--- src/logic/msq_pkg.sv ---
// Constants shared by the measurement mode sequencer.
// Assumes a 32-bit AXI4-Lite bus, where each register sits at word index * 4.
package msq_pkg;
  localparam int NUM_CH_DEF = 6;
  localparam int OUT_BYTES = 26;
  localparam int RES_W = 24;
  localparam int AXI_AW = 8;
  // Register word indices; byte address is index * 4
  localparam logic [7:0] IDX_CTRL = 8'h00;
  localparam logic [7:0] IDX_CHAN_EN = 8'h01;
  localparam logic [7:0] IDX_CH_CFG0 = 8'h02;
  localparam logic [7:0] IDX_TICK_DIV = 8'h08;
  localparam logic [7:0] IDX_IRQ_STATUS = 8'h09;
  localparam logic [7:0] IDX_IRQ_CLEAR = 8'h0A;
  localparam logic [7:0] IDX_IRQ_ENABLE = 8'h0B;
  localparam logic [7:0] IDX_OUT_FIRST = 8'h13;
  localparam logic [7:0] IDX_OUT_LAST = 8'h2C;
  // Field positions
  localparam int CTRL_RUN_BIT = 0;
  localparam int CTRL_FORCE_BIT = 1;
  localparam int CFG_OUT24_BIT = 0;
  localparam int CFG_CNT_LSB = 1;
  localparam int CFG_CNT_MSB = 2;
  localparam int CFG_PER_LSB = 8;
  localparam int CFG_PER_W = 8;
  // Reset values
  localparam logic [31:0] RST_CH_CFG = 32'h0000_0100;
  localparam logic [15:0] RST_TICK_DIV = 16'h0001;
  // Bus answers
  localparam logic [1:0] RESP_OKAY = 2'h0;
  localparam logic [1:0] RESP_SLVERR = 2'h2;
  typedef enum logic [1:0] {
    ST_IDLE = 2'b00,
    ST_ISSUE = 2'b01,
    ST_WAIT = 2'b11
  } msq_state_t;
endpackage

--- src/logic/msq_sequencer.sv ---
// Measurement mode sequencer: timed repeating and single-shot channel runs,
// result byte packing, completion flags with interrupt, AXI4-Lite registers.
// Assumes a measurement engine on clk answering measStart with measDone,
// and a free-running link clock pin used as the timer time base.
// Operation
// - Host configures timers, then start repeats measurements
// - Channel measured whenever its own timer expires
// - Completion sets channel flag; interrupt if enabled
// - Timer restarts after completion, then waits again
// - Single-shot runs each enabled non-counter channel exactly once
// - Single-shot channels run back-to-back, ascending
// - Single-shot flags all set together at end
// - Single-shot skips channels selecting a counter
// - 24-bit three bytes, 16-bit two, MSB first
// - Results packed lowest channel first from 0x13
// - Reported result stays until channel's next reading
//
// Our own choices: the address map and register access over AXI4-Lite.
`timescale 1ns/1ps
module msq_sequencer #(
  parameter int NUM_CH = msq_pkg::NUM_CH_DEF
) (
  input wire logic clk,
  input wire logic rst_n,
  input wire logic [msq_pkg::AXI_AW-1:0] s_axi_awaddr,
  input wire logic s_axi_awvalid,
  output logic s_axi_awready,
  input wire logic [31:0] s_axi_wdata,
  input wire logic [3:0] s_axi_wstrb,
  input wire logic s_axi_wvalid,
  output logic s_axi_wready,
  output logic [1:0] s_axi_bresp,
  output logic s_axi_bvalid,
  input wire logic s_axi_bready,
  input wire logic [msq_pkg::AXI_AW-1:0] s_axi_araddr,
  input wire logic s_axi_arvalid,
  output logic s_axi_arready,
  output logic [31:0] s_axi_rdata,
  output logic [1:0] s_axi_rresp,
  output logic s_axi_rvalid,
  input wire logic s_axi_rready,
  input wire logic linkClk,
  output logic measStart,
  output logic [2:0] measChan,
  input wire logic measDone,
  input wire logic [msq_pkg::RES_W-1:0] measResult,
  output logic irq
);
  generate
    if (NUM_CH < 1 || NUM_CH > 8 || NUM_CH * 3 > msq_pkg::OUT_BYTES) begin
      $error("NUM_CH outside what the output field can hold");
    end
  endgenerate

  function automatic logic [31:0] merge(input logic [31:0] old,
                                        input logic [31:0] data,
                                        input logic [3:0] strb);
    logic [31:0] res;
    res = old;
    for (int b = 0; b < 4; b++) begin
      if (strb[b]) begin
        res[8*b +: 8] = data[8*b +: 8];
      end
    end
    return res;
  endfunction

  // Link clock sampling and timer time base
  logic linkMeta, linkSync, linkPrev;
  logic [15:0] divCnt, next_divCnt;
  logic tick;
  logic [15:0] tickDiv;

  always_comb begin
    tick = 1'b0;
    next_divCnt = divCnt;
    if (linkSync && !linkPrev) begin
      if (divCnt + 16'h0001 >= tickDiv) begin
        next_divCnt = 16'h0000;
        tick = 1'b1;
      end else begin
        next_divCnt = divCnt + 16'h0001;
      end
    end
  end

  always_ff @(posedge clk or negedge rst_n) begin
    if (!rst_n) begin
      linkMeta <= 1'b0;
      linkSync <= 1'b0;
      linkPrev <= 1'b0;
      divCnt <= 16'h0000;
    end else begin
      linkMeta <= linkClk;
      linkSync <= linkMeta;
      linkPrev <= linkSync;
      divCnt <= next_divCnt;
    end
  end

  // Bus handshake
  logic wrFire, rdFire;
  logic [7:0] wrIdx, rdIdx;
  logic next_bvalid, next_rvalid;
  logic [1:0] next_bresp, next_rresp;
  logic [31:0] next_rdata, rdMux;
  logic wrMapped, rdMapped;

  logic run, next_run;
  logic forcing, next_forcing;
  logic [NUM_CH-1:0] chanEn, next_chanEn;
  logic [31:0] chCfg [NUM_CH];
  logic [31:0] next_chCfg [NUM_CH];
  logic [15:0] next_tickDiv;
  logic [NUM_CH-1:0] irqStatus, next_irqStatus;
  logic [NUM_CH-1:0] irqEnable, next_irqEnable;
  logic [7:0] outBytes [msq_pkg::OUT_BYTES];
  logic [7:0] next_outBytes [msq_pkg::OUT_BYTES];

  assign wrFire = s_axi_awvalid && s_axi_wvalid && !s_axi_bvalid;
  assign rdFire = s_axi_arvalid && !s_axi_rvalid;
  assign s_axi_awready = wrFire;
  assign s_axi_wready = wrFire;
  assign s_axi_arready = rdFire;
  assign wrIdx = {2'b00, s_axi_awaddr[7:2]};
  assign rdIdx = {2'b00, s_axi_araddr[7:2]};

  function automatic logic mapped(input logic [7:0] idx, input int n);
    return idx == msq_pkg::IDX_CTRL || idx == msq_pkg::IDX_CHAN_EN ||
      (idx >= msq_pkg::IDX_CH_CFG0 &&
       idx < msq_pkg::IDX_CH_CFG0 + 8'(n)) ||
      idx == msq_pkg::IDX_TICK_DIV || idx == msq_pkg::IDX_IRQ_STATUS ||
      idx == msq_pkg::IDX_IRQ_CLEAR || idx == msq_pkg::IDX_IRQ_ENABLE ||
      (idx >= msq_pkg::IDX_OUT_FIRST && idx <= msq_pkg::IDX_OUT_LAST);
  endfunction

  assign wrMapped = mapped(wrIdx, NUM_CH);
  assign rdMapped = mapped(rdIdx, NUM_CH);

  always_comb begin
    rdMux = 32'h0000_0000;
    if (rdIdx == msq_pkg::IDX_CTRL) begin
      rdMux[msq_pkg::CTRL_RUN_BIT] = run;
      rdMux[msq_pkg::CTRL_FORCE_BIT] = forcing;
    end else if (rdIdx == msq_pkg::IDX_CHAN_EN) begin
      rdMux[NUM_CH-1:0] = chanEn;
    end else if (rdIdx >= msq_pkg::IDX_CH_CFG0 &&
                 rdIdx < msq_pkg::IDX_CH_CFG0 + 8'(NUM_CH)) begin
      rdMux = chCfg[3'(rdIdx - msq_pkg::IDX_CH_CFG0)];
    end else if (rdIdx == msq_pkg::IDX_TICK_DIV) begin
      rdMux[15:0] = tickDiv;
    end else if (rdIdx == msq_pkg::IDX_IRQ_STATUS) begin
      rdMux[NUM_CH-1:0] = irqStatus;
    end else if (rdIdx == msq_pkg::IDX_IRQ_ENABLE) begin
      rdMux[NUM_CH-1:0] = irqEnable;
    end else if (rdIdx >= msq_pkg::IDX_OUT_FIRST &&
                 rdIdx <= msq_pkg::IDX_OUT_LAST) begin
      rdMux[7:0] = outBytes[5'(rdIdx - msq_pkg::IDX_OUT_FIRST)];
    end
  end

  always_comb begin
    next_bvalid = s_axi_bvalid;
    next_bresp = s_axi_bresp;
    next_rvalid = s_axi_rvalid;
    next_rresp = s_axi_rresp;
    next_rdata = s_axi_rdata;
    if (s_axi_bvalid && s_axi_bready) begin
      next_bvalid = 1'b0;
    end
    if (wrFire) begin
      next_bvalid = 1'b1;
      next_bresp = wrMapped ? msq_pkg::RESP_OKAY : msq_pkg::RESP_SLVERR;
    end
    if (s_axi_rvalid && s_axi_rready) begin
      next_rvalid = 1'b0;
    end
    if (rdFire) begin
      next_rvalid = 1'b1;
      next_rresp = rdMapped ? msq_pkg::RESP_OKAY : msq_pkg::RESP_SLVERR;
      next_rdata = rdMux;
    end
  end

  always_ff @(posedge clk or negedge rst_n) begin
    if (!rst_n) begin
      s_axi_bvalid <= 1'b0;
      s_axi_bresp <= 2'h0;
      s_axi_rvalid <= 1'b0;
      s_axi_rresp <= 2'h0;
      s_axi_rdata <= 32'h0000_0000;
    end else begin
      s_axi_bvalid <= next_bvalid;
      s_axi_bresp <= next_bresp;
      s_axi_rvalid <= next_rvalid;
      s_axi_rresp <= next_rresp;
      s_axi_rdata <= next_rdata;
    end
  end

  // Sequencer, timers, configuration and result field
  msq_pkg::msq_state_t state, next_state;
  logic [2:0] curChan, next_curChan;
  logic curForced, next_curForced;
  logic [NUM_CH-1:0] pend, next_pend;
  logic [NUM_CH-1:0] forceLeft, next_forceLeft;
  logic [NUM_CH-1:0] forceAcc, next_forceAcc;
  logic [msq_pkg::CFG_PER_W-1:0] timer [NUM_CH];
  logic [msq_pkg::CFG_PER_W-1:0] next_timer [NUM_CH];

  assign measStart = (state == msq_pkg::ST_ISSUE);
  assign measChan = curChan;
  assign irq = |(irqStatus & irqEnable);

  always_comb begin
    logic [31:0] wd;
    logic [NUM_CH-1:0] setMask, clrMask, candMask, noCnt;
    logic [4:0] off;
    logic found;
    wd = 32'h0000_0000;
    setMask = '0;
    clrMask = '0;
    candMask = '0;
    noCnt = '0;
    off = 5'h00;
    found = 1'b0;
    next_run = run;
    next_forcing = forcing;
    next_chanEn = chanEn;
    next_tickDiv = tickDiv;
    next_irqEnable = irqEnable;
    next_state = state;
    next_curChan = curChan;
    next_curForced = curForced;
    next_pend = pend;
    next_forceLeft = forceLeft;
    next_forceAcc = forceAcc;
    for (int i = 0; i < NUM_CH; i++) begin
      next_chCfg[i] = chCfg[i];
      next_timer[i] = timer[i];
      noCnt[i] = chCfg[i][msq_pkg::CFG_CNT_MSB:msq_pkg::CFG_CNT_LSB] == '0;
    end
    for (int k = 0; k < msq_pkg::OUT_BYTES; k++) begin
      next_outBytes[k] = outBytes[k];
    end
    if (wrFire) begin
      if (wrIdx == msq_pkg::IDX_CTRL && s_axi_wstrb[0]) begin
        next_run = s_axi_wdata[msq_pkg::CTRL_RUN_BIT];
        if (s_axi_wdata[msq_pkg::CTRL_FORCE_BIT] && !forcing) begin
          // Empty set would leave the command pending forever
          next_forcing = |(chanEn & noCnt);
          next_forceLeft = chanEn & noCnt;
          next_forceAcc = '0;
        end
      end else if (wrIdx == msq_pkg::IDX_CHAN_EN) begin
        wd = merge(32'(chanEn), s_axi_wdata, s_axi_wstrb);
        next_chanEn = wd[NUM_CH-1:0];
      end else if (wrIdx >= msq_pkg::IDX_CH_CFG0 &&
                   wrIdx < msq_pkg::IDX_CH_CFG0 + 8'(NUM_CH)) begin
        next_chCfg[3'(wrIdx - msq_pkg::IDX_CH_CFG0)] =
          merge(chCfg[3'(wrIdx - msq_pkg::IDX_CH_CFG0)], s_axi_wdata,
                s_axi_wstrb);
      end else if (wrIdx == msq_pkg::IDX_TICK_DIV) begin
        wd = merge(32'(tickDiv), s_axi_wdata, s_axi_wstrb);
        next_tickDiv = wd[15:0];
      end else if (wrIdx == msq_pkg::IDX_IRQ_CLEAR) begin
        wd = merge(32'h0000_0000, s_axi_wdata, s_axi_wstrb);
        clrMask = wd[NUM_CH-1:0];
      end else if (wrIdx == msq_pkg::IDX_IRQ_ENABLE) begin
        wd = merge(32'(irqEnable), s_axi_wdata, s_axi_wstrb);
        next_irqEnable = wd[NUM_CH-1:0];
      end
    end
    // Timers run on the link time base; frozen while own reading is pending
    for (int i = 0; i < NUM_CH; i++) begin
      if (!run || !chanEn[i]) begin
        next_timer[i] = chCfg[i][msq_pkg::CFG_PER_LSB +: msq_pkg::CFG_PER_W];
        next_pend[i] = 1'b0;
      end else if (!pend[i] && tick &&
                   !(state != msq_pkg::ST_IDLE && curChan == 3'(i))) begin
        if (timer[i] <= 8'h01) begin
          next_timer[i] = 8'h00;
          next_pend[i] = 1'b1;
        end else begin
          next_timer[i] = timer[i] - 8'h01;
        end
      end
    end
    // Single-shot work goes first; timed pending channels wait behind it
    candMask = forcing ? forceLeft : pend;
    unique case (state)
      msq_pkg::ST_IDLE: begin
        for (int i = 0; i < NUM_CH; i++) begin
          if (candMask[i] && !found) begin
            found = 1'b1;
            next_curChan = 3'(i);
          end
        end
        if (found) begin
          next_curForced = forcing;
          next_state = msq_pkg::ST_ISSUE;
        end
      end
      msq_pkg::ST_ISSUE: begin
        next_state = msq_pkg::ST_WAIT;
      end
      msq_pkg::ST_WAIT: begin
        if (measDone) begin
          next_state = msq_pkg::ST_IDLE;
          for (int j = 0; j < NUM_CH; j++) begin
            if (j < int'(curChan) && chanEn[j]) begin
              off = off + (chCfg[j][msq_pkg::CFG_OUT24_BIT] ? 5'd3 : 5'd2);
            end
          end
          // Bytes change only here, so a result holds until the next reading
          if (chCfg[curChan][msq_pkg::CFG_OUT24_BIT]) begin
            next_outBytes[off] = measResult[23:16];
            next_outBytes[off + 5'd1] = measResult[15:8];
            next_outBytes[off + 5'd2] = measResult[7:0];
          end else begin
            next_outBytes[off] = measResult[15:8];
            next_outBytes[off + 5'd1] = measResult[7:0];
          end
          if (curForced) begin
            next_forceLeft[curChan] = 1'b0;
            next_forceAcc[curChan] = 1'b1;
            if ((forceLeft & ~(NUM_CH'(1) << curChan)) == '0) begin
              setMask = forceAcc | (NUM_CH'(1) << curChan);
              next_forcing = 1'b0;
            end
          end else begin
            setMask[curChan] = 1'b1;
            next_pend[curChan] = 1'b0;
            next_timer[curChan] =
              chCfg[curChan][msq_pkg::CFG_PER_LSB +: msq_pkg::CFG_PER_W];
          end
        end
      end
      default: begin
        next_state = msq_pkg::ST_IDLE;
      end
    endcase
    // A new completion wins over a clear in the same cycle
    next_irqStatus = (irqStatus & ~clrMask) | setMask;
  end

  always_ff @(posedge clk or negedge rst_n) begin
    if (!rst_n) begin
      run <= 1'b0;
      forcing <= 1'b0;
      chanEn <= '0;
      tickDiv <= msq_pkg::RST_TICK_DIV;
      irqStatus <= '0;
      irqEnable <= '0;
      state <= msq_pkg::ST_IDLE;
      curChan <= 3'h0;
      curForced <= 1'b0;
      pend <= '0;
      forceLeft <= '0;
      forceAcc <= '0;
      for (int i = 0; i < NUM_CH; i++) begin
        chCfg[i] <= msq_pkg::RST_CH_CFG;
        timer[i] <= '0;
      end
      for (int k = 0; k < msq_pkg::OUT_BYTES; k++) begin
        outBytes[k] <= 8'h00;
      end
    end else begin
      run <= next_run;
      forcing <= next_forcing;
      chanEn <= next_chanEn;
      tickDiv <= next_tickDiv;
      irqStatus <= next_irqStatus;
      irqEnable <= next_irqEnable;
      state <= next_state;
      curChan <= next_curChan;
      curForced <= next_curForced;
      pend <= next_pend;
      forceLeft <= next_forceLeft;
      forceAcc <= next_forceAcc;
      for (int i = 0; i < NUM_CH; i++) begin
        chCfg[i] <= next_chCfg[i];
        timer[i] <= next_timer[i];
      end
      for (int k = 0; k < msq_pkg::OUT_BYTES; k++) begin
        outBytes[k] <= next_outBytes[k];
      end
    end
  end
endmodule

--- config.mk ---
export PLATFORM = sky130hd
export DESIGN_NAME = msq_sequencer
export DESIGN_NICKNAME = d
export VERILOG_FILES = /design/src/logic/msq_pkg.sv /design/src/logic/msq_sequencer.sv
export SDC_FILE = /design/constraint.sdc
export NUM_CORES = 2
export LEC_CHECK = 0
export BUFFER_PORTS_ARGS = -buffer_cell sky130_fd_sc_hd__buf_2
export CAP_MARGIN = 20
export CORE_MARGIN = 8
export CORE_UTILIZATION = 40
export CTS_CLUSTER_SIZE = 14
export DETAILED_ROUTE_END_ITERATION = 12
export HOLD_SLACK_MARGIN = 0.05
export PLACE_DENSITY_LB_ADDON = 0.25
export SYNTH_ARGS = -nofsm -noshare
export SYNTH_HDL_FRONTEND = slang
export SYNTH_SLANG_ARGS = --single-unit
--- constraint.sdc ---
create_clock -name clk -period 7.65 [get_ports clk]
set_clock_uncertainty 0.2 [all_clocks]
set_input_delay 0.765 -clock clk [delete_from_list [all_inputs] [get_ports clk]]
set_output_delay 0.765 -clock clk [all_outputs]
set_load 0.05 [all_outputs]
* After elaboration in Yosys (flattened, before gate mapping)
Cells that the tools add are included.
** Storage, ports and cells
- Register bits :: 565
- Bits in latches :: 0
- RAM bits :: 0
- ROM bits :: 0
- Input port bits :: 85
- Output and inout bits :: 46
- Word-level logic and storage cells :: 470
- Memories :: 0
** Operators by class
- Add/sub/neg operators :: 17
- $mul :: 0
- Div/mod/pow operators :: 0
- $lt $le $gt $ge :: 35
- Equality and inequality tests :: 19
- Shifts and indexed selects :: 1
- Mux-type cells :: 192
- Bitwise logic cells :: 24
- Reduce and logical (&&, ||, !) cells :: 122
** Operator list (count)
- bitwise mux 208 bit :: 5
- 2-to-1 mux 8 bit :: 47
- binary-select mux 32 bit (select 3 bit) :: 3
- 2-to-1 mux 208 bit :: 1
- bitwise mux 192 bit :: 1
- 2-to-1 mux 6 bit :: 30
- 2-to-1 mux 32 bit :: 5
- 2-to-1 mux 48 bit :: 3
- demux 8 bit (select 5 bit) :: 3
- demux 32 bit (select 3 bit) :: 1
- 2-to-1 mux 5 bit :: 17
- 2-to-1 mux 16 bit :: 5
- 2-to-1 mux 1 bit :: 50
- bitwise mux 48 bit :: 1
- == test 6 x 4 -> 1 bit, second input constant :: 8
- <= comparator 8 x 1 -> 1 bit, second input constant :: 6
- subtractor 8 x 1 -> 8 bit, second input constant :: 6
- logical AND 1 bit :: 47
- binary-select mux 8 bit (select 5 bit) :: 1
- AND 6 bit :: 6
- 2-to-1 mux 30 bit :: 1
- zero test 1 bit :: 28
- 2-to-1 mux 26 bit :: 1
- adder 5 x 2 -> 5 bit :: 5
- 49 further kinds :: 129

* Logic depth before layout (Yosys ltp)
- Word-level depth :: 34
- Mapped depth :: 31
- Mapped depth without buffers :: 26

* Worst setup path after synthesis
Ideal clock, no wire load.
- Kind :: register to register
- Start :: reg curChan[2], in the netlist measChan[2]
- End :: reg outBytes[200] (netlist bit)
- Library setup time :: 0.125 ns
- Arrival :: 6.998 ns
- Required time :: 7.325 ns
- Path slack :: 0.327 ns
- Cell stages (with the launch flop) :: 30
- Buffers on the path :: 4
- Period minus slack after synthesis :: 7.323 ns
- Cells stage by stage :: dfrtp_1 > buf_4 > buf_2 > clkbuf_1 > or3_1 > nand2_1 > ha_1 > and2_1 > o31ai_4 > inv_2 > ha_1 > nand3_1 > o2111a_1 > a221o_1 > ha_1 > nand2_1 > nand2_1 > ha_1 > or2_2 > clkbuf_1 > xnor2_1 > inv_2 > ha_1 > xnor2_1 > xnor2_2 > nand2b_1 > nor3_4 > a211oi_1 > nor2_4 > mux2_2
** On the way
- Cells in the longest elaborated chain, start to end :: 34
- Elaborated cells on any way between the ends :: 65
- Classes of those cells :: add/sub: 7; order compare: 12; mux: 33; bitwise: 4; reduce/logical: 9
** Ends and longest elaborated chain
- from (decl) :: line msq_sequencer.sv:203 : logic [2:0] curChan, next_curChan;
- from (signal assigned) :: line msq_sequencer.sv:376 : curChan <= next_curChan;
- less-than comparator 1 x 3 -> 1 bit :: line msq_sequencer.sv:311 : if (j < int'(curChan) && chanEn[j]) begin
- logical AND 1 bit :: line msq_sequencer.sv:311
- 2-to-1 mux 2 bit :: line msq_sequencer.sv:311
- 2-to-1 mux 5 bit :: line msq_sequencer.sv:308 : if (measDone) begin
- 2-to-1 mux 5 bit :: line msq_sequencer.sv:291 : unique case (state)
- adder 5 x 2 -> 5 bit :: line msq_sequencer.sv:312 : off = off + (chCfg[j][msq_pkg::CFG_OUT24_BIT] ? 5'd3 : 5'd2);
- 2-to-1 mux 5 bit :: line msq_sequencer.sv:311
- 2-to-1 mux 5 bit :: line msq_sequencer.sv:308
- (+18 left out)
- NOT 5 -> 6 bit (not written as such), or another cell as far along :: line msq_sequencer.sv:318, msq_sequencer.sv:322
- greater-or-equal comparator 6 bit (not written as such), or another cell as far along :: line msq_sequencer.sv:318, msq_sequencer.sv:322
- logical AND 1 bit (not written as such) or 2-to-1 mux 8 bit (tied branches)
- 2-to-1 mux 8 bit (not written as such) or demux 8 bit (select 5 bit) (tied branches)
- demux 8 bit (select 5 bit) or bitwise mux 208 bit (tied branches) :: line msq_sequencer.sv:318, msq_sequencer.sv:322, msq_sequencer.sv:317
- bitwise mux 208 bit :: line msq_sequencer.sv:318 : next_outBytes[off + 5'd1] = measResult[15:8];
- bitwise mux 208 bit :: line msq_sequencer.sv:319 : next_outBytes[off + 5'd2] = measResult[7:0];
- 2-to-1 mux 208 bit (*) :: line msq_sequencer.sv:316 : if (chCfg[curChan][msq_pkg::CFG_OUT24_BIT]) begin
- to (signal, indexed assignment) :: line msq_sequencer.sv:386 : outBytes[k] <= next_outBytes[k];
- to (decl) :: line msq_sequencer.sv:117 : logic [7:0] outBytes [msq_pkg::OUT_BYTES];
Mark *: on every way between the ends. The rest lies on a longest branch, timed or not. The select of a mux whose other input is x is not followed.
A chain may end at the register's enable or synchronous reset.

* Worst setup path in the final report
- Start :: reg curChan[0], in the netlist measChan[0]
- End :: reg outBytes[61] (netlist bit)
Same word-level chain as after synthesis.

==> key figures <==
Synthesis
  – Ranking of synthesized cells by area: dfrtp_1, mux2_2, mux4_2, nand2_1, o21ai_0
  – Synth Flop Type: dfrtp_1
  – Sequential element share of the synthesized area: 0.389
  – Mapped Area: approximately 36000 sq um
  – Register bit total from synthesis: about 560
  – Post-synth top area share: 0.384
  – Synth cell types: between 100 and 150
  – Post-Synthesis Cells: between 3000 and 4000
  – Synth area leader: dfrtp_1
  – Yosys warning count: 0
  – Mean post-synth cell area: roughly 10 sq um
  – Synth async-reset ratio: 1.00
  – Post-synth EDFFs: 0

Cells and area
  – Fillers: ~8700
  – Area grow syn2layout: 11.3%
  – Final Cell Area: ~40000 sq um
  – Fraction of final layout cells sized beyond drive strength 1: 0.222
  – Sequential cell area: between 10000 and 15000 sq um
  – Nets@finish: between 3000 and 4000
  – Fin cells: slightly below 5000
  – Multi-input logic area: 20700 sq um
  – Most frequent cells in the layout: dfrtp_1, nand2_1, mux2_2
  – Most common cell after layout, fill and taps aside: dfrtp_1

Floorplan
  – Initial Util: 0.403
  – Die ar.: 100000 sq um
  – I/O pins: between 100 and 150
  – Die width: 317 microns
  – Area of the core: 89900 sq um
  – Die height: about 320 microns
  – Num rows: 110

Routing
  – Final ANT Viol Nets: 0
  – Wirelength, routed: 123000 microns
  – Number of vias per cell: between 6 and 7
  – First-pass DRT Iterations: 7
  – DRC Markers: 0
  – WL/cell: approximately 25 microns
  – Vias: roughly 31000
  – DRT iter0 DRCs: approximately 3700

Global routing
  – Gr usage total: 0.241
  – First-pass GRT wire length: 190000 microns
  – Initial antenna violation count: 7
  – Overflow after GRT: 0
  – Pin count of the biggest net entering global routing: around 140
  – Vias in the first global route: 30784

Critical path
  – Critical Path Source Type: flip-flop
  – CP Class: flip-flop to flip-flop
  – Worst-case reg-to-reg path depth: 26
  – CP endpoint kind: flip-flop
  – Worst Setup EP: outBytes[61]
  – R2R setup slack: roughly 0.46 ns
  – Source of the critical timing path: measChan[0]
  – Reg-to-Reg Start: measChan[0]
  – Worst Path Required: 7.98 ns
  – Worst R2R End: outBytes[61]
  – Worst Path Max Fanout: 13
  – Critical Path AT: approximately 7.5 ns

Placed design
  – RePlAce Congestion: 0.954
  – Placed Cells: between 4000 and 5000
  – Area post-placement: between 30000 and 40000 sq um
  – PortBufs: around 120
  – Detail Placement HPWL: ~80000 microns
  – Post-Place Worst Slack: 0.0632 ns

STA
  – Setup TNS: 0 ns
  – Worst Max-Slew Pin Slew: ~1.2 ns
  – Slew Viols, Final: 0
  – Tcrit/Tclk final: 0.940
  – Final hold vios: 0
  – Final worst setup slack: ~0.46 ns
  – Final setup viols: 0
  – Max_slew headroom: 0.230
  – Post-route minimum period: slightly above 7 ns
  – RSZ-0062 raised after global routing: no
  – Fmax: ~140 MHz

Clocking
  – Clk_lat worst skew: 0.63 ns
  – Root Driver: clkbuf_16
  – # Post-CTS Setup Buffers: 0
  – CTS H-tree depth: 3
  – TritonCTS clock tree: done
  – Clock tree sinks: between 500 and 600
  – Cts bufs inserted: just under 70
  – Clk slew on worst S/H paths: around 0.06 ns
  – Clock Path Buffers: 3

Flow run
  – Max Cap Violations: 0

Pwr
  – VDD IR max: roughly 170 uV
  – Final Total Pwr: 0.00761 W
  – Leakage: between 15 and 20 nW
  – Cell Pwr Density: 189 nW/um^2

Run status
  – Status: finished clean

Min path
  – Tightest Hold Check Type: input port to flip-flop
  – Worst min-delay path startpoint: s_axi_bready
[power by group]
| group | switching [W] | internal, W | leakage [nW] |
|---|---|---|---|
| clock | 0.00138 | 0.00191 | 1.12 |
| combinational | 0.000750 | 0.000367 | 8.35 |
| sequential | 0.000111 | 0.00310 | 7.72 |
[area by class of cell]
type,count,area share
well taps,1176,0.0365
flip-flops and latches,563,0.350
inverters,99,0.00922
repair buffers,216,0.0363
clock inverters,22,0.00602
diodes,3,0.000186
clock buffers,96,0.0499
multi-input cells,2718,0.512
[sequential cells by signal, indices dropped and copies added, names as in the netlist, 2 cells and up]
name / cells
chCfg: 192
timer: 48
outBytes: 208
divCnt: 16
forceAcc: 6
measChan: 3
state: 2
tickDiv: 16
irqEnable: 6
pend: 6
forceLeft: 6
chanEn: 6
s_axi_rdata: 32
irqStatus: 6
[synth_stat cells, drive strengths merged (8+ instances only)]
library cell and count:
ha 50, nand2 393, xnor2 43, a221oi 125
a221o 42, nor4 19, a21oi 214, or2 8
a211oi 29, nand4 11, a32o 8, inv 99
o21ai 280, mux2i 81, xor2 23, o31ai 65
nor3b 10, nor2 265, a21o 21, clkbuf 220
mux4 121, a31oi 47, and3 44, dfrtp 556
nand3 88, buf 94, or3 12, nor3 52
mux2 298, nand2b 13, a22o 17, a222oi 54
o41ai 18, o221ai 11, and2 13, o211ai 9
o22ai 60, nor2b 15, a22oi 70
[stage by stage]
| stage | utilization | hold WS, ns |
|---|---|---|
| finish | 0.449 | 0.131 |
| global route | 0.449 | 0.122 |
| CTS | 0.446 | 0.0907 |
| detailed placement | 0.421 | 0.140 |
| global placement | 0.421 | 0.133 |
| floorplan | - | 0.131 |
[critical path: stages, from the launching register on]
cell,delay (ns)
dfrtp_1,0.52
o311a_1,0.40
ha_1,0.18
inv_1,0.05
ha_1,0.23
and2_1,0.18
o31ai_4,0.31
inv_2,0.11
ha_1,0.33
nand3_1,0.15
o2111a_1,0.18
a221o_1,0.29
ha_1,0.27
nand2_1,0.12
nand2_1,0.18
ha_1,0.24
or2_2,0.35
xnor2_1,0.28
inv_2,0.16
ha_2,0.33
xnor2_4,0.31
xnor2_2,0.14
nor2_1,0.40
nand3_1,0.23
o21ai_1,0.48
a222oi_1,0.25
a21oi_1,0.22
[what timing repair did]
| item | 4_1_cts | 5_1_grt |
|---|---|---|
| hold buffers | 2 | 0 |
| hold endpoints to repair | 88 | 0 |
| resized for setup | 1 | 15 |
| setup endpoints to repair | 8 | 164 |
| pin swaps | 0 | 1 |
[layer usage]
| metal | global-route usage | share of wire | vias to the layer above |
|---|---|---|---|
| li1 | - | - | 13979 |
| met1 | 0.332 | 0.43 | 15654 |
| met2 | 0.376 | 0.45 | 1406 |
| met3 | 0.0447 | 0.079 | 281 |
| met4 | 0.0888 | 0.038 | 6 |
| met5 | 0.00197 | 0.00030 | - |
[cell families (layout without fill, tap and decap cells)]
group	Yosys count	count (layout)	share of synthesized area
AOI/OAI and AO/OA	1128	1128	0.215
xor gates and xnor gates	67	67	0.0200
adders and majority gates	50	50	0.0173
buffers and inverters	413	433	0.0453
DFF	563	563	0.389
muxes	500	500	0.191
other	1	5	0.000104
and+or+nand+nor	971	971	0.122
[worst min path at each step]
stage / endpoint / slack [ns] / depth (start not counted)
floorplan: linkSync / 0.13 / 0
global placement: linkSync / 0.13 / 0
detailed placement: linkSync / 0.14 / 0
CTS: s_axi_bvalid / 0.09 / 2
global route: s_axi_bvalid / 0.12 / 2
finish: s_axi_bvalid / 0.13 / 2
(Power assumes the default switching activity.)
